==> config.mk <==
export PLATFORM = sky130hd
export DESIGN_NAME = alje_exec
export DESIGN_NICKNAME = d
export VERILOG_FILES = /design/src/logic/alje_pkg.sv /design/src/logic/alje_exec.sv
export SDC_FILE = /design/constraint.sdc
export NUM_CORES = 1
export LEC_CHECK = 0
export BUFFER_PORTS_ARGS = -buffer_cell sky130_fd_sc_hd__buf_2
export CELL_PAD_IN_SITES_DETAIL_PLACEMENT = 1
export CELL_PAD_IN_SITES_GLOBAL_PLACEMENT = 1
export CORE_ASPECT_RATIO = 1.5
export CORE_MARGIN = 3
export CORE_UTILIZATION = 46
export CTS_BUF_LIST = sky130_fd_sc_hd__clkbuf_4 sky130_fd_sc_hd__clkbuf_8 sky130_fd_sc_hd__clkbuf_16
export DETAILED_ROUTE_END_ITERATION = 16
export MAX_ROUTING_LAYER = met4
export PLACE_DENSITY_LB_ADDON = 0.1
export SLEW_MARGIN = 20
export SYNTH_ARGS = -nofsm -noshare
export SYNTH_HDL_FRONTEND = slang
export SYNTH_SLANG_ARGS = --single-unit
export TNS_END_PERCENT = 10
==> constraint.sdc <==
create_clock -name ref_clk -period 6.5 [get_ports ref_clk]
set_clock_uncertainty 0.15 [all_clocks]
set_input_delay 0.65 -clock ref_clk [delete_from_list [all_inputs] [get_ports ref_clk]]
set_output_delay 0.65 -clock ref_clk [all_outputs]
set_load 0.02 [all_outputs]
==> src/logic/alje_pkg.sv <==
`default_nettype none
package alje_pkg;

  // ==========================================================
  // operation codes presented by instruction decode
  typedef enum logic [5:0] {
    ALJE_OP_ADD = 6'h00,
    ALJE_OP_ADC = 6'h01,
    ALJE_OP_WORD_PLUS_IMMEDIATE = 6'h02,
    ALJE_OP_SUB = 6'h03,
    ALJE_OP_REGISTER_MINUS_CONSTANT = 6'h04,
    ALJE_OP_MINUS_WITH_BORROW = 6'h05,
    ALJE_OP_CONSTANT_MINUS_WITH_BORROW = 6'h06,
    ALJE_OP_WORD_MINUS_IMMEDIATE = 6'h07,
    ALJE_OP_AND = 6'h08,
    ALJE_OP_CONJUNCTION_WITH_CONSTANT = 6'h09,
    ALJE_OP_OR = 6'h0a,
    ALJE_OP_DISJUNCTION_WITH_CONSTANT = 6'h0b,
    ALJE_OP_EXCLUSIVE_DISJUNCTION = 6'h0c,
    ALJE_OP_SET_BITS_IMMEDIATE = 6'h0d,
    ALJE_OP_CLEAR_BITS_IMMEDIATE = 6'h0e,
    ALJE_OP_ZERO_SIGN_CHECK = 6'h0f,
    ALJE_OP_INVERT_ALL_BITS = 6'h10,
    ALJE_OP_ARITHMETIC_INVERSE = 6'h11,
    ALJE_OP_INC = 6'h12,
    ALJE_OP_MINUS_ONE = 6'h13,
    ALJE_OP_ZERO_REGISTER = 6'h14,
    ALJE_OP_ALL_ONES_LOAD = 6'h15,
    ALJE_OP_PRODUCT_UNSIGNED = 6'h16,
    ALJE_OP_PRODUCT_SIGNED = 6'h17,
    ALJE_OP_PRODUCT_MIXED_SIGN = 6'h18,
    ALJE_OP_FRACTION_PRODUCT_UNSIGNED = 6'h19,
    ALJE_OP_FRACTION_PRODUCT_SIGNED = 6'h1a,
    ALJE_OP_FRACTION_PRODUCT_MIXED = 6'h1b,
    ALJE_OP_RELATIVE_BRANCH = 6'h1c,
    ALJE_OP_POINTER_BRANCH = 6'h1d,
    ALJE_OP_DIRECT_BRANCH_LONG = 6'h1e,
    ALJE_OP_SUBROUTINE_ENTRY_RELATIVE = 6'h1f,
    ALJE_OP_SUBROUTINE_ENTRY_POINTER = 6'h20,
    ALJE_OP_SUBROUTINE_ENTRY_DIRECT = 6'h21
  } alje_op_t;

  // ==========================================================
  // status flag bit positions within the flag vector
  localparam int ALJE_FLAG_C = 0;
  localparam int ALJE_FLAG_Z = 1;
  localparam int ALJE_FLAG_N = 2;
  localparam int ALJE_FLAG_V = 3;
  localparam int ALJE_FLAG_S = 4;
  localparam int ALJE_FLAG_H = 5;
  localparam int ALJE_FLAG_W = 6;

  // ==========================================================
  // cycle counts per instruction class
  localparam logic [2:0] ALJE_CYC_ONE = 3'h1;
  localparam logic [2:0] ALJE_CYC_WORD = 3'h2;
  localparam logic [2:0] ALJE_CYC_PRODUCT = 3'h2;
  localparam logic [2:0] ALJE_CYC_REL_BRANCH = 3'h2;
  localparam logic [2:0] ALJE_CYC_PTR_BRANCH = 3'h2;
  localparam logic [2:0] ALJE_CYC_LONG_BRANCH = 3'h3;
  localparam logic [2:0] ALJE_CYC_REL_ENTRY = 3'h3;
  localparam logic [2:0] ALJE_CYC_PTR_ENTRY = 3'h3;
  localparam logic [2:0] ALJE_CYC_DIR_ENTRY = 3'h4;

  // ==========================================================
  // constants and reset values
  localparam logic [7:0] ALJE_ALL_ONES = 8'hff;
  localparam logic [7:0] ALJE_ZERO_BYTE = 8'h00;
  localparam logic [7:0] ALJE_RST_BYTE = 8'h00;
  localparam logic [15:0] ALJE_RST_WORD = 16'h0000;
  localparam logic [6:0] ALJE_RST_FLAGS = 7'h00;

  // ==========================================================
  // sequencing states
  typedef enum logic [1:0] {
    ALJE_ST_IDLE = 2'b01,
    ALJE_ST_BUSY = 2'b10
  } alje_state_t;

endpackage
`default_nettype wire

==> src/logic/alje_exec.sv <==
`timescale 1ns/10ps
`default_nettype none

module alje_exec #(
  parameter int PC_W = 16
) (
  input wire logic ref_clk,
  input wire logic rst_n,
  input wire logic start,
  input wire alje_pkg::alje_op_t op,
  input wire logic [7:0] dest_operand,
  input wire logic [7:0] source_operand,
  input wire logic [15:0] pair_operand,
  input wire logic [7:0] imm_operand,
  input wire logic [15:0] z_pointer,
  input wire logic [PC_W-1:0] pc_in,
  input wire logic [11:0] rel_offset,
  input wire logic [PC_W-1:0] abs_target,
  input wire logic carry_in,
  output logic busy,
  output logic done,
  output logic byte_we,
  output logic [7:0] byte_result,
  output logic word_we,
  output logic [15:0] word_result,
  output logic product_we,
  output logic [15:0] product_pair,
  output logic pc_we,
  output logic [PC_W-1:0] pc_out,
  output logic [6:0] flags_mask,
  output logic [6:0] flags_value
);

  // ==========================================================
  // shared arithmetic helpers
  // 8-bit add of a, b and carry; returns {h, v, c, sum}
  function automatic logic [10:0] add8(input logic [7:0] a,
                                       input logic [7:0] b,
                                       input logic ci);
    logic [8:0] s;
    logic [4:0] lo;
    s = {1'b0, a} + {1'b0, b} + {8'h00, ci};
    lo = {1'b0, a[3:0]} + {1'b0, b[3:0]} + {4'h0, ci};
    add8 = {lo[4], (a[7] == b[7]) && (s[7] != a[7]), s[8], s[7:0]};
  endfunction

  // 8-bit subtract a - b - borrow; returns {h, v, c, diff}
  function automatic logic [10:0] sub8(input logic [7:0] a,
                                       input logic [7:0] b,
                                       input logic bi);
    logic [8:0] d;
    logic [4:0] lo;
    d = {1'b0, a} - {1'b0, b} - {8'h00, bi};
    lo = {1'b0, a[3:0]} - {1'b0, b[3:0]} - {4'h0, bi};
    sub8 = {lo[4], (a[7] != b[7]) && (d[7] != a[7]), d[8], d[7:0]};
  endfunction

  // flag vector for a byte result with given c, v, h
  function automatic logic [6:0] byte_flags(input logic [7:0] r,
                                            input logic c,
                                            input logic v,
                                            input logic h);
    logic [6:0] f;
    f = '0;
    f[alje_pkg::ALJE_FLAG_C] = c;
    f[alje_pkg::ALJE_FLAG_Z] = (r == alje_pkg::ALJE_ZERO_BYTE);
    f[alje_pkg::ALJE_FLAG_N] = r[7];
    f[alje_pkg::ALJE_FLAG_V] = v;
    f[alje_pkg::ALJE_FLAG_S] = r[7] ^ v;
    f[alje_pkg::ALJE_FLAG_H] = h;
    byte_flags = f;
  endfunction

  // mask builders keep flag selection readable
  localparam logic [6:0] M_ZNV = 7'h0e;
  localparam logic [6:0] M_ZCNV = 7'h0f;
  localparam logic [6:0] M_ZCNVH = 7'h2f;
  localparam logic [6:0] M_ZCNVS = 7'h1f;
  localparam logic [6:0] M_ZC = 7'h03;

  // ==========================================================
  // combinational result selection
  logic [10:0] arith;
  logic [7:0] r8;
  logic [16:0] w17;
  logic signed [17:0] prod;
  logic [15:0] p16;
  logic [PC_W-1:0] pc_t;
  logic [6:0] fm;
  logic [6:0] fv;
  logic [2:0] cyc;
  logic wb_b;
  logic wb_w;
  logic wb_p;
  logic wb_pc;
  logic wv;

  always_comb
  begin
    arith = '0;
    r8 = alje_pkg::ALJE_ZERO_BYTE;
    w17 = '0;
    prod = '0;
    p16 = alje_pkg::ALJE_RST_WORD;
    pc_t = pc_in;
    fm = '0;
    fv = '0;
    cyc = alje_pkg::ALJE_CYC_ONE;
    wb_b = 1'b0;
    wb_w = 1'b0;
    wb_p = 1'b0;
    wb_pc = 1'b0;
    wv = 1'b0;
    case (op)
      alje_pkg::ALJE_OP_ADD, alje_pkg::ALJE_OP_ADC:
      begin
        arith = add8(dest_operand, source_operand,
                     (op == alje_pkg::ALJE_OP_ADC) & carry_in);
        wb_b = 1'b1;
        fm = M_ZCNVH;
      end
      alje_pkg::ALJE_OP_SUB:
      begin
        arith = sub8(dest_operand, source_operand, 1'b0);
        wb_b = 1'b1;
        fm = M_ZCNVH;
      end
      alje_pkg::ALJE_OP_REGISTER_MINUS_CONSTANT:
      begin
        arith = sub8(dest_operand, imm_operand, 1'b0);
        wb_b = 1'b1;
        fm = M_ZCNVH;
      end
      alje_pkg::ALJE_OP_MINUS_WITH_BORROW:
      begin
        arith = sub8(dest_operand, source_operand, carry_in);
        wb_b = 1'b1;
        fm = M_ZCNVH;
      end
      alje_pkg::ALJE_OP_CONSTANT_MINUS_WITH_BORROW:
      begin
        arith = sub8(dest_operand, imm_operand, carry_in);
        wb_b = 1'b1;
        fm = M_ZCNVH;
      end
      alje_pkg::ALJE_OP_INVERT_ALL_BITS:
      begin
        // carry is always set by the one's complement
        arith = {2'b00, 1'b1,
                 alje_pkg::ALJE_ALL_ONES - dest_operand};
        wb_b = 1'b1;
        fm = M_ZCNV;
      end
      alje_pkg::ALJE_OP_ARITHMETIC_INVERSE:
      begin
        arith = sub8(alje_pkg::ALJE_ZERO_BYTE, dest_operand,
                     1'b0);
        wb_b = 1'b1;
        fm = M_ZCNVH;
      end
      alje_pkg::ALJE_OP_AND, alje_pkg::ALJE_OP_CONJUNCTION_WITH_CONSTANT:
      begin
        arith[7:0] = dest_operand & ((op == alje_pkg::ALJE_OP_AND) ?
                     source_operand : imm_operand);
        wb_b = 1'b1;
        fm = M_ZNV;
      end
      alje_pkg::ALJE_OP_OR, alje_pkg::ALJE_OP_DISJUNCTION_WITH_CONSTANT:
      begin
        arith[7:0] = dest_operand | ((op == alje_pkg::ALJE_OP_OR) ?
                     source_operand : imm_operand);
        wb_b = 1'b1;
        fm = M_ZNV;
      end
      alje_pkg::ALJE_OP_EXCLUSIVE_DISJUNCTION:
      begin
        arith[7:0] = dest_operand ^ source_operand;
        wb_b = 1'b1;
        fm = M_ZNV;
      end
      alje_pkg::ALJE_OP_SET_BITS_IMMEDIATE:
      begin
        arith[7:0] = dest_operand | imm_operand;
        wb_b = 1'b1;
        fm = M_ZNV;
      end
      alje_pkg::ALJE_OP_CLEAR_BITS_IMMEDIATE:
      begin
        arith[7:0] = dest_operand &
                     (alje_pkg::ALJE_ALL_ONES - imm_operand);
        wb_b = 1'b1;
        fm = M_ZNV;
      end
      alje_pkg::ALJE_OP_ZERO_SIGN_CHECK:
      begin
        arith[7:0] = dest_operand & dest_operand;
        wb_b = 1'b1;
        fm = M_ZNV;
      end
      alje_pkg::ALJE_OP_INC, alje_pkg::ALJE_OP_MINUS_ONE:
      begin
        // overflow only on the 7f->80 or 80->7f step
        if (op == alje_pkg::ALJE_OP_INC)
        begin
          arith[7:0] = dest_operand + 8'h01;
          arith[9] = (dest_operand == 8'h7f);
        end
        else
        begin
          arith[7:0] = dest_operand - 8'h01;
          arith[9] = (dest_operand == 8'h80);
        end
        wb_b = 1'b1;
        fm = M_ZNV;
      end
      alje_pkg::ALJE_OP_ZERO_REGISTER:
      begin
        arith[7:0] = dest_operand ^ dest_operand;
        wb_b = 1'b1;
        fm = M_ZNV;
      end
      alje_pkg::ALJE_OP_ALL_ONES_LOAD:
      begin
        arith[7:0] = alje_pkg::ALJE_ALL_ONES;
        wb_b = 1'b1;
      end
      alje_pkg::ALJE_OP_WORD_PLUS_IMMEDIATE,
      alje_pkg::ALJE_OP_WORD_MINUS_IMMEDIATE:
      begin
        if (op == alje_pkg::ALJE_OP_WORD_PLUS_IMMEDIATE)
        begin
          w17 = {1'b0, pair_operand} + {9'h000, imm_operand};
          wv = ~pair_operand[15] & w17[15];
        end
        else
        begin
          w17 = {1'b0, pair_operand} - {9'h000, imm_operand};
          wv = pair_operand[15] & ~w17[15];
        end
        wb_w = 1'b1;
        fm = M_ZCNVS;
        fv[alje_pkg::ALJE_FLAG_C] = w17[16];
        fv[alje_pkg::ALJE_FLAG_Z] = (w17[15:0] == alje_pkg::ALJE_RST_WORD);
        fv[alje_pkg::ALJE_FLAG_N] = w17[15];
        fv[alje_pkg::ALJE_FLAG_V] = wv;
        fv[alje_pkg::ALJE_FLAG_S] = w17[15] ^ wv;
        cyc = alje_pkg::ALJE_CYC_WORD;
      end
      alje_pkg::ALJE_OP_PRODUCT_UNSIGNED,
      alje_pkg::ALJE_OP_FRACTION_PRODUCT_UNSIGNED:
      begin
        prod = $signed({1'b0, dest_operand}) *
               $signed({1'b0, source_operand});
      end
      alje_pkg::ALJE_OP_PRODUCT_SIGNED,
      alje_pkg::ALJE_OP_FRACTION_PRODUCT_SIGNED:
      begin
        prod = $signed({dest_operand[7], dest_operand}) *
               $signed({source_operand[7], source_operand});
      end
      alje_pkg::ALJE_OP_PRODUCT_MIXED_SIGN,
      alje_pkg::ALJE_OP_FRACTION_PRODUCT_MIXED:
      begin
        prod = $signed({dest_operand[7], dest_operand}) *
               $signed({1'b0, source_operand});
      end
      alje_pkg::ALJE_OP_RELATIVE_BRANCH,
      alje_pkg::ALJE_OP_SUBROUTINE_ENTRY_RELATIVE:
      begin
        // offset is sign extended to the pc width
        pc_t = PC_W'(pc_in + PC_W'($signed(rel_offset))
                     + PC_W'(1));
        wb_pc = 1'b1;
        cyc = (op == alje_pkg::ALJE_OP_RELATIVE_BRANCH) ?
              alje_pkg::ALJE_CYC_REL_BRANCH :
              alje_pkg::ALJE_CYC_REL_ENTRY;
      end
      alje_pkg::ALJE_OP_POINTER_BRANCH,
      alje_pkg::ALJE_OP_SUBROUTINE_ENTRY_POINTER:
      begin
        pc_t = PC_W'(z_pointer);
        wb_pc = 1'b1;
        cyc = (op == alje_pkg::ALJE_OP_POINTER_BRANCH) ?
              alje_pkg::ALJE_CYC_PTR_BRANCH :
              alje_pkg::ALJE_CYC_PTR_ENTRY;
      end
      alje_pkg::ALJE_OP_DIRECT_BRANCH_LONG,
      alje_pkg::ALJE_OP_SUBROUTINE_ENTRY_DIRECT:
      begin
        pc_t = abs_target;
        wb_pc = 1'b1;
        cyc = (op == alje_pkg::ALJE_OP_DIRECT_BRANCH_LONG) ?
              alje_pkg::ALJE_CYC_LONG_BRANCH :
              alje_pkg::ALJE_CYC_DIR_ENTRY;
      end
      default:
      begin
        cyc = alje_pkg::ALJE_CYC_ONE;
      end
    endcase
    // multiplies share the product path and flag rule
    if (op inside {alje_pkg::ALJE_OP_PRODUCT_UNSIGNED,
                   alje_pkg::ALJE_OP_PRODUCT_SIGNED,
                   alje_pkg::ALJE_OP_PRODUCT_MIXED_SIGN,
                   alje_pkg::ALJE_OP_FRACTION_PRODUCT_UNSIGNED,
                   alje_pkg::ALJE_OP_FRACTION_PRODUCT_SIGNED,
                   alje_pkg::ALJE_OP_FRACTION_PRODUCT_MIXED})
    begin
      wb_p = 1'b1;
      fm = M_ZC;
      cyc = alje_pkg::ALJE_CYC_PRODUCT;
      // carry takes bit 15 of the unshifted product
      fv[alje_pkg::ALJE_FLAG_C] = prod[15];
      if (op >= alje_pkg::ALJE_OP_FRACTION_PRODUCT_UNSIGNED)
        p16 = {prod[14:0], 1'b0};
      else
        p16 = prod[15:0];
      fv[alje_pkg::ALJE_FLAG_Z] = (p16 == alje_pkg::ALJE_RST_WORD);
    end
    if (wb_b)
    begin
      r8 = arith[7:0];
      fv = byte_flags(arith[7:0], arith[8], arith[9], arith[10]);
    end
  end

  // ==========================================================
  // sequencer: holds results until the cycle count elapses
  alje_pkg::alje_state_t state_reg;
  logic [2:0] left_reg;

  always_ff @(posedge ref_clk)
  begin
    if (!rst_n)
    begin
      state_reg <= alje_pkg::ALJE_ST_IDLE;
      left_reg <= 3'h0;
    end
    else
    begin
      case (state_reg)
        alje_pkg::ALJE_ST_IDLE:
          if (start && cyc != alje_pkg::ALJE_CYC_ONE)
          begin
            state_reg <= alje_pkg::ALJE_ST_BUSY;
            left_reg <= cyc - 3'h2;
          end
        alje_pkg::ALJE_ST_BUSY:
          if (left_reg == 3'h0)
            state_reg <= alje_pkg::ALJE_ST_IDLE;
          else
            left_reg <= left_reg - 3'h1;
        default:
          state_reg <= alje_pkg::ALJE_ST_IDLE;
      endcase
    end
  end

  // result capture; taken once at start, applied on completion
  logic [7:0] r8_reg;
  logic [15:0] w16_reg;
  logic [PC_W-1:0] pc_reg;
  logic [6:0] fm_reg;
  logic [6:0] fv_reg;
  logic [3:0] kind_reg;

  always_ff @(posedge ref_clk)
  begin
    if (!rst_n)
    begin
      r8_reg <= alje_pkg::ALJE_RST_BYTE;
      w16_reg <= alje_pkg::ALJE_RST_WORD;
      pc_reg <= '0;
      fm_reg <= alje_pkg::ALJE_RST_FLAGS;
      fv_reg <= alje_pkg::ALJE_RST_FLAGS;
      kind_reg <= 4'h0;
    end
    else if (start && state_reg == alje_pkg::ALJE_ST_IDLE)
    begin
      r8_reg <= r8;
      w16_reg <= wb_w ? w17[15:0] : p16;
      pc_reg <= pc_t;
      fm_reg <= fm;
      fv_reg <= fv;
      kind_reg <= {wb_pc, wb_p, wb_w, wb_b};
    end
  end

  // ==========================================================
  // outputs: registered, one-cycle commit pulse at the end
  logic fin;
  assign fin = (state_reg == alje_pkg::ALJE_ST_IDLE) ?
               (start && cyc == alje_pkg::ALJE_CYC_ONE) :
               (left_reg == 3'h0);

  always_ff @(posedge ref_clk)
  begin
    if (!rst_n)
    begin
      busy <= 1'b0;
      done <= 1'b0;
      byte_we <= 1'b0;
      word_we <= 1'b0;
      product_we <= 1'b0;
      pc_we <= 1'b0;
      byte_result <= alje_pkg::ALJE_RST_BYTE;
      word_result <= alje_pkg::ALJE_RST_WORD;
      product_pair <= alje_pkg::ALJE_RST_WORD;
      pc_out <= '0;
      flags_mask <= alje_pkg::ALJE_RST_FLAGS;
      flags_value <= alje_pkg::ALJE_RST_FLAGS;
    end
    else
    begin
      busy <= (state_reg == alje_pkg::ALJE_ST_IDLE) ?
              (start && cyc != alje_pkg::ALJE_CYC_ONE) :
              (left_reg != 3'h0);
      done <= fin;
      if (state_reg == alje_pkg::ALJE_ST_IDLE)
      begin
        // single-cycle ops commit straight from decode
        byte_we <= fin & wb_b;
        word_we <= 1'b0;
        product_we <= 1'b0;
        pc_we <= 1'b0;
        byte_result <= fin ? r8 : byte_result;
        flags_mask <= fin ? fm : 7'h00;
        flags_value <= fin ? fv : flags_value;
      end
      else
      begin
        byte_we <= fin & kind_reg[0];
        word_we <= fin & kind_reg[1];
        product_we <= fin & kind_reg[2];
        pc_we <= fin & kind_reg[3];
        // data outputs only move on their own commit
        word_result <= (fin & kind_reg[1]) ? w16_reg : word_result;
        product_pair <= (fin & kind_reg[2]) ? w16_reg : product_pair;
        pc_out <= (fin & kind_reg[3]) ? pc_reg : pc_out;
        flags_mask <= fin ? fm_reg : 7'h00;
        flags_value <= fin ? fv_reg : flags_value;
      end
    end
  end

endmodule

`default_nettype wire

Word level (Yosys, flattened, before mapping)
Cells that the tools add are included.

operators by class
  add/sub/neg operators = 24
  multipliers = 3
  div/mod/pow operators = 0
  magnitude comparators = 1
  equality and inequality tests = 50
  shift operators = 0
  mux-type cells = 49
  bitwise logic cells = 21
  reductions and logical operators = 39

operators by type and width
  operator                                              number
  case mux 8 bit (16 select lines)                      1
  equality test 6 x 5 -> 1 bit (second input constant)  16
  case mux 16 bit (3 select lines)                      2
  two-way mux 16 bit                                    5
  two-way mux 7 bit                                     7
  equality test 6 x 4 -> 1 bit (second input constant)  8
  two-way mux 17 bit                                    2
  logical NOT 16 bit                                    2
  multiplier 8 x 8 -> 16 bit                            2
  two-way mux 8 bit                                     4
  bitwise AND 8 bit                                     3
  equality test 6 x 3 -> 1 bit (second input constant)  4
  case mux 6 bit (4 select lines)                       1
  OR reduction 2 bit                                    12
  OR reduction 20 bit                                   1
  subtractor 8 x 8 -> 9 bit                             2
  subtractor 9 x 1 -> 9 bit                             2
  adder 16 x 8 -> 17 bit                                1
  subtractor 16 x 8 -> 17 bit                           1
  adder 16 x 1 -> 16 bit (second input constant)        1
  adder 16 bit                                          1
  multiplier 8 x 9 -> 16 bit                            1
  OR 8 bit                                              2
  subtractor 8 bit (first input constant)               2
  other kinds (51)                                      104

storage, ports and cells
  register bits = 131
  bits in latches = 0
  memory bits (writable) = 0
  memory bits (read-only) = 0
  input bits = 110
  output and inout port bits = 76
  word-level logic and storage cells = 206
  memories kept = 0

Depth between registers and ports, before layout
Gate-level depths: netlist of run 1.

  depth in word-level cells = 11
  depth in mapped cells = 22
  gate-level depth less buffers = 21

Worst setup path after synthesis of run 1
No wires, ideal clock.

  path type = input -> register
  from = input port dest_operand[7]
  to = register flags_value[1]
  setup time = 0.073 ns
  arrival time = 5.755 ns
  required time = 6.277 ns
  path slack = 0.522 ns
  stages = 20
  path buffers = 1
  cell sequence = inv_1 -> buf_1 -> nor2_1 -> fa_1 -> inv_1 -> fa_1 -> fa_1 -> fa_1 -> inv_1 -> ha_1 -> or3_1 -> or3_1 -> nor3_1 -> nor2_1 -> xor2_1 -> a221o_1 -> and4b_1 -> o2111a_1 -> nor3_1 -> o211ai_2

on the way
  cells in the longest elaborated chain, start to end = 9
  elaborated cells on any way between the ends = 31
  those cells by class = add/sub (10); mul (3); mux (9); bitwise (7); reduce/logical (2)

ends and longest elaborated chain
  what                                                      line              RTL
  start: declaration                                        alje_exec.sv:11   input wire logic [7:0] dest_operand,
  multiplier 8 x 9 -> 16 bit, or another cell as far along  alje_exec.sv:264  prod = $signed({dest_operand[7], dest_operand}) *
  case mux 16 bit (3 select lines)                          alje_exec.sv:114  case (op)
  two-way mux 16 bit                                        alje_exec.sv:314  if (op >= alje_pkg::ALJE_OP_FRACTION_PRODUCT_UNSIGNED)
  two-way mux 16 bit                                        alje_exec.sv:302  if (op inside {alje_pkg::ALJE_OP_PRODUCT_UNSIGNED,
  logical NOT 16 bit                                        alje_exec.sv:318  fv[alje_pkg::ALJE_FLAG_Z] = (p16 == alje_pkg::ALJE_RST_WORD);
  two-way mux 2 bit                                         alje_exec.sv:302
  two-way mux 6 bit *                                       alje_exec.sv:320  if (wb_b)
  two-way mux 7 bit *                                       alje_exec.sv:428  flags_value <= fin ? fv : flags_value;
  two-way mux 7 bit *                                       alje_exec.sv:419  if (state_reg == alje_pkg::ALJE_ST_IDLE)
  end signal: assignment                                    alje_exec.sv:411  flags_value <= alje_pkg::ALJE_RST_FLAGS;
  end signal: assignment                                    alje_exec.sv:428
  end signal: assignment                                    alje_exec.sv:441  flags_value <= fin ? fv_reg : flags_value;
  end: declaration                                          alje_exec.sv:31   output logic [6:0] flags_value

Every way passes the cells marked *; elsewhere a longest branch is shown, timed or not. The select of a mux whose other input is x is not followed.
A chain may end at the register's enable or synchronous reset.

Final worst setup path of run 1
  from = input port dest_operand[3]
  to = register flags_value[1]

The elaborated chain is that of the path after synthesis.

==> results of run 1 <==
-- layer usage --
metal	vias to the layer above	routed length, um	part of all wire, %	GRT usage, %
li1	7507	-	-	-
met1	8058	25200	39	37.2
met2	529	33300	51	62.3
met3	206	2310	3.5	3.44
met4	0	4490	6.9	20.2
met5	-	0	0	-
-- cell families (layout without fill, tap and decap cells) --
kind of cell | count (synthesis) | after routing
AOI/OAI and AO/OA | 500 | 500
xor gates and xnor gates | 99 | 99
adders and majority gates | 293 | 293
buffers and inverters | 356 | 518
DFF | 125 | 125
muxes | 16 | 16
other | 1 | 3
and+or+nand+nor | 694 | 694
-- worst max-delay path: stages --
cell	delay [ns]
buf_2	0.34
ha_1	0.28
inv_1	0.08
fa_1	0.57
inv_1	0.09
ha_1	0.29
inv_1	0.09
fa_1	0.51
fa_1	0.59
inv_1	0.05
ha_1	0.35
o21ai_0	0.43
o21bai_1	0.12
a21oi_1	0.19
xnor2_1	0.08
a221o_1	0.46
nor4_1	0.35
and4b_1	0.24
o2111a_1	0.18
nor3_1	0.07
o211ai_2	0.20
-- per-stage QoR --
step / setup WS [ns] / instances / hold WS, ns
CTS: 0.591 / 2720 / 0.309
finish: 0.476 / 2721 / 0.311
floorplan: 0.522 / 2085 / 0.287
global placement: 0.218 / 2688 / 0.295
global route: 0.216 / 2721 / 0.326
detailed placement: 0.145 / 2688 / 0.307
-- cell usage in the layout, fill, tap and decap left out, drive strengths merged, types with 33 or more instances in the layout --
master    n
inv     267
nand2   230
buf     226
ha      165
nor2    161
fa      128
dfxtp   125
a21oi    99
o21ai    88
xnor2    63
a21boi   56
nor3     46
nor2b    43
nand3    37
xor2     36
a221oi   34
and2     33
-- power groups by stage --
stage               clock network (mW)  registers, mW  logic (mW)
floorplan                            0          0.834        1.89
finish                           0.962          0.816        2.77
CTS                              0.978          0.816        2.76
global route                      1.01          0.819        3.06
global placement                     0          0.831        2.65
detailed placement                   0          0.832        2.73
-- path summary, 6_finish.rpt --
check                           start                           to  slack (ns)  cells after the start
min            pc_reg[4]$_SDFFE_PN0P_       pc_out[4]$_SDFFE_PN0P_        0.31                      2
max reg2reg  left_reg[0]$_SDFFE_PN0P_  flags_value[2]$_SDFFE_PN0P_        3.62                      8
max                   dest_operand[3]  flags_value[1]$_SDFFE_PN0P_        0.48                     21
min reg2reg    pc_reg[4]$_SDFFE_PN0P_       pc_out[4]$_SDFFE_PN0P_        0.31                      2
-- layout make-up --
type                       count  area [um2]
clock inverter                15         170
tap                          473         592
sequential                   125        2500
timing repair buffer         226        1240
multi-input combinational   1604       12700
antenna                        1        2.50
fill                        4464       16700
clock buffer                  17         425
inverter                     260         976
==> metrics.csv, run 1 <==
stage;metric;value;unit
worst_setup_path;crit path launch type;input port;
sta;Slew Limit Fails;0;
grt;largest net degree at the start of global routing;88;
die;Initial Util;46.8;%
drt;total wire length;65400;um
power_and_ir_drop;switching share of power;46.8;%
sta;Finish-stage setup viols;0;
sta;Final period util;92.7;%
power_and_ir_drop;Reg power frac;17.9;%
power_and_ir_drop;Leak;8.63;nW
logic_synthesis;Post-Synthesis Cells;2084;
power_and_ir_drop;P_sw;2.13;mW
logic_synthesis;Post-Synth Adder-Cell Area;28.0;%
grt;first-pass GRT wire length;100000;um
logic_synthesis;Synth area leaders;fa_1, dfxtp_1, ha_1;
placed_design;post-placement cell area;18000;um2
clocking;clock root buffer;clkbuf_16;
grt;vias in the first global route;17524;
logic_synthesis;post-synthesis mux area share;0.983;%
power_and_ir_drop;internal power;2.42;mW
power_and_ir_drop;combinational share of power;60.9;%
power_and_ir_drop;pwr dens;245;nW/um2
grt;initial antenna violation count;1;
sta;Setup TNS;0;ns
die;DIE HEIGHT;238;um
logic_synthesis;count leader, synth;inv_1;
logic_synthesis;largest area contributor in the netlist;fa_1;
clocking;post-CTS sizing;0;
drt;TritonRoute pass-1 iters;5;
logic_synthesis;area share of xor/xnor cells in the synthesized design;5.24;%
sta;max_slew headroom;27.4;%
sta;Peak Freq;166;MHz
sta;Worst Tran Pin Value;1.08;ns
logic_synthesis;ys flop type;dfxtp_1;
logic_synthesis;Compound-Gate Fraction of Synth Area;21.3;%
finish;Design Area, Final;18600;um2
logic_synthesis;mean post-synth cell area;7.94;um2
power_and_ir_drop;VDD IR max;166;uV
drt;DRC Markers;0;
clocking;Post-CTS Setup Repair Bufs;0;
die;Core Area;35300;um2
clocking;clk sinks;125;
die;Die X;161;um
worst_setup_path;Max FO, Critical Path;10;
finish;area grow syn2layout;12.3;%
grt;Total GRT Usage;34.8;%
logic_synthesis;Synth top area share;15.5;%
logic_synthesis;warnings from Yosys;0;
placed_design;Routability Congestion;0.958;
clocking;clock tree buffer depth;2;
worst_setup_path;Worst EP arrival;6.22;ns
logic_synthesis;Yosys cell types;96;
finish;Post-layout nets;2637;
worst_setup_path;CP Capture Type;flip-flop;
logic_synthesis;Seq/Total Area, Yosys;15.1;%
logic_synthesis;post-synthesis simple-gate area fraction;20.9;%
clocking;CTS Buf Count;17;
hold_path;Worst Hold Class;reg2reg;
clocking;CTS tree;done;
logic_synthesis;main combinational cell family by area after synthesis;adder cells;
logic_synthesis;list of most frequent post-synthesis cells;inv_1, nand2_1, ha_1, nor2_1, fa_1;
logic_synthesis;Post-synth EDFFs;0;
drt;post-route ant nets;0;
drt;wire per inst;24.0;um
clocking;CTS H-tree depth;4;
drt;Initial DRC Count;1114;
logic_synthesis;post-synthesis register bit count;125;
outcome;outcome;completed;
sta;fin crit period;6.02;ns
placed_design;port bufs;183;
finish;Util after Layout;52.6;%
die;Rows;84;
worst_setup_path;Req. time, crit path;6.70;ns
logic_synthesis;async set or reset register ratio after synthesis;0;%
power_and_ir_drop;clock power share;21.1;%
run;Max-Cap Viols;0;
sta;final hold violations;0;
finish;share of layout cells above drive strength 1;13.3;%
power_and_ir_drop;Power, Total;4.55;mW
clocking;clock slew at reported path FFs;0.06;ns
grt;Congestion Overflow GR;0;
drt;via/cell ratio;5.99;
clocking;cts hold-fix bufs;0;
clocking;worst-skew pair later-pin latency;0.43;ns
sta;RSZ-0062 raised after global routing;false;
drt;Vias;16300;
placed_design;HPWL Detailed;53700;um
die;num ports;186;
die;full die area;38300;um2
worst_setup_path;worst setup path class;in2reg;
logic_synthesis;synthesized area;16500;um2
(Power assumes the default switching activity.)
==> inputs of run 2 (changes only) <==
==> constraint.sdc (replaced) <==
create_clock -name ref_clk -period 6.5 [get_ports ref_clk]
set_clock_uncertainty 0.15 [all_clocks]
set_input_delay 0.975 -clock ref_clk [delete_from_list [all_inputs] [get_ports ref_clk]]
set_output_delay 0.975 -clock ref_clk [all_outputs]
set_load 0.02 [all_outputs]
==> run 2 against run 1 <==
  * Register-to-register slack got worse by 0.11 ns
  * Highest routed layer unchanged
  * Largest power group unchanged
  * Setup slack lost 0.18 ns
  * Final cell count up 2.0%
  * Total power increased by 3.5%
  * Wire length is 0.20% lower
  * Critical endpoint is now flags_value[0]$_SDFFE_PN0P_
  * Sequential share of layout area decreased by 0.31 points
  * Non-clock buffer count is 55 higher
  * Sequential cell count is the same
  * Critical path depth shrank 1
==> metrics.csv, run 2 (synthesized netlist as in run 1, its figures left out) <==
stage;metric;value;unit
die;Die X;161;um
finish;# fillers;4498;
finish;share of layout cells above drive strength 1;15.4;%
placed_design;Routability Congestion;0.996;
grt;first-pass GRT wire length;101000;um
finish;area grow syn2layout;14.9;%
grt;initial antenna violation count;1;
worst_setup_path;worst setup path class;in2reg;
grt;Congestion Overflow GR;0;
outcome;outcome;completed;
worst_setup_path;Worst EP arrival;6.37;ns
sta;WHS;0.311;ns
die;DIE HEIGHT;238;um
drt;total wire length;65200;um
power_and_ir_drop;VDD IR max;222;uV
drt;Initial DRC Count;1171;
sta;Peak Freq;161;MHz
worst_setup_path;most used cell, CP;fa_1;
placed_design;Placed Cells;2743;
placed_design;HPWL Detailed;53600;um
sta;max_slew headroom;32.6;%
sta;fin crit period;6.21;ns
die;full die area;38300;um2
hold_path;Worst Hold Class;reg2reg;
die;Core Area;35300;um2
clocking;CTS Buf Count;17;
sta;Finish-stage setup viols;0;
run;Max-Cap Viols;0;
finish;commonest cells after routing, fill and taps aside;inv_1, nand2_1, buf_2;
worst_setup_path;Req. time, crit path;6.66;ns
finish;register area;2500;um2
drt;Vias;16521;
worst_setup_path;CP max-delay cell;fa_1;
sta;Setup TNS;0;ns
clocking;CTS H-tree depth;4;
sta;Worst Tran Pin Value;1.01;ns
drt;via/cell ratio;5.95;
grt;vias in the first global route;17834;
clocking;clock slew at reported path FFs;0.06;ns
clocking;clock tree buffer depth;2;
worst_setup_path;crit path launch type;input port;
placed_design;worst slack, placed;-0.120;ns
sta;Slew Limit Fails;0;
finish;fin cells;2776;
drt;wire per inst;23.5;um
finish;Design Area, Final;19000;um2
drt;DRC Markers;0;
clocking;clk sinks;125;
worst_setup_path;worst path bufs/invs;5;
die;Rows;84;
drt;TritonRoute pass-1 iters;5;
clocking;worst-skew pair later-pin latency;0.42;ns
worst_setup_path;CP Capture Type;flip-flop;
worst_setup_path;delay-heaviest family, CP;adder cells;
die;Initial Util;46.8;%
worst_setup_path;CP max stage delay;0.55;ns
finish;area of the multi-input gates;12700;um2
finish;Post-layout nets;2692;
die;num ports;186;
clocking;CTS tree;done;
clocking;clock root buffer;clkbuf_16;
placed_design;post-placement cell area;18400;um2
power_and_ir_drop;pwr dens;248;nW/um2
worst_setup_path;Max FO, Critical Path;6;
worst_setup_path;cell-by-cell trace of the critical path;buf_2, inv_1, buf_12, nor2_1, fa_1, inv_1, fa_1, fa_1, fa_1, inv_1, ha_1, or3_1, or3_1, nor3_1, o31ai_1, xnor2_1, a221o_1, nor3_1, a211oi_1, a31o_2;
drt;post-route ant nets;0;
sta;Final period util;95.5;%
grt;Total GRT Usage;34.7;%
placed_design;port bufs;183;
power_and_ir_drop;Leak;8.90;nW
clocking;cts hold-fix bufs;0;
finish;commonest non-fill, non-tap cell in the layout;inv_1;
sta;final hold violations;0;
grt;largest net degree at the start of global routing;78;
sta;final worst setup slack;0.294;ns
sta;RSZ-0062 raised after global routing;false;
==> run 2: layout make-up <==
class | instances | share of cell area, %
Tap cell | 473 | 3.11
Clock inverter | 13 | 0.817
Antenna cell | 1 | 0.0132
Clock buffer | 19 | 2.32
Timing Repair Buffer | 281 | 8.76
Sequential cell | 125 | 13.2
Inverter | 260 | 5.14
Multi-Input combinational cell | 1604 | 66.7
==> run 2: final timing paths <==
path | start | to | slack, ns | cells after the start
max | dest_operand[7] | flags_value[0]$_SDFFE_PN0P_ | 0.29 | 20
max reg2reg | left_reg[0]$_SDFFE_PN0P_ | flags_value[2]$_SDFFE_PN0P_ | 3.51 | 8
min | fm_reg[3]$_SDFFE_PN0P_ | flags_mask[3]$_SDFF_PN0_ | 0.31 | 2
min reg2reg | fm_reg[3]$_SDFFE_PN0P_ | flags_mask[3]$_SDFF_PN0_ | 0.31 | 2
==> run 2: what timing repair did <==
item | 4_1_cts | 5_1_grt
setup endpoints to repair | 0 | 2
gates resized for setup | 0 | 1
setup buffers | 0 | 0
==> run 2: where the power goes <==
part	total, mW	switching (mW)	internal (mW)	leakage, nW
Clock	0.971	0.388	0.583	0.290
Combinational	2.92	1.70	1.22	7.60
Sequential	0.817	0.0203	0.796	1.02
Total	4.71	2.11	2.60	8.90
==> run 2: metrics by stage <==
stage / total power, mW / util [%]
after detailed placement: 3.72 / 52.1
after CTS: 4.71 / 53.8
after global placement: 3.62 / 52.1
after global routing: 5.06 / 53.8
final: 4.71 / 53.8
after floorplan: 2.72 / -
==> run 2: worst reg2reg max path: stages (launching register included) <==
cell	delay (ns)
dfxtp_1	0.35
inv_1	0.07
ha_1	0.19
nor2b_1	0.21
and2_0	0.29
a21oi_1	0.82
nand2b_1	0.44
a211oi_1	0.13
a31o_2	0.25
==> run 2: metal layers <==
metal | part of all wire [%] | track usage [%] | up-vias
li1 | - | - | 7610
met5 | 0 | - | -
met2 | 53 | 63.9 | 512
met4 | 5.6 | 17.1 | 0
met1 | 38 | 37.2 | 8248
met3 | 3.8 | 3.09 | 151
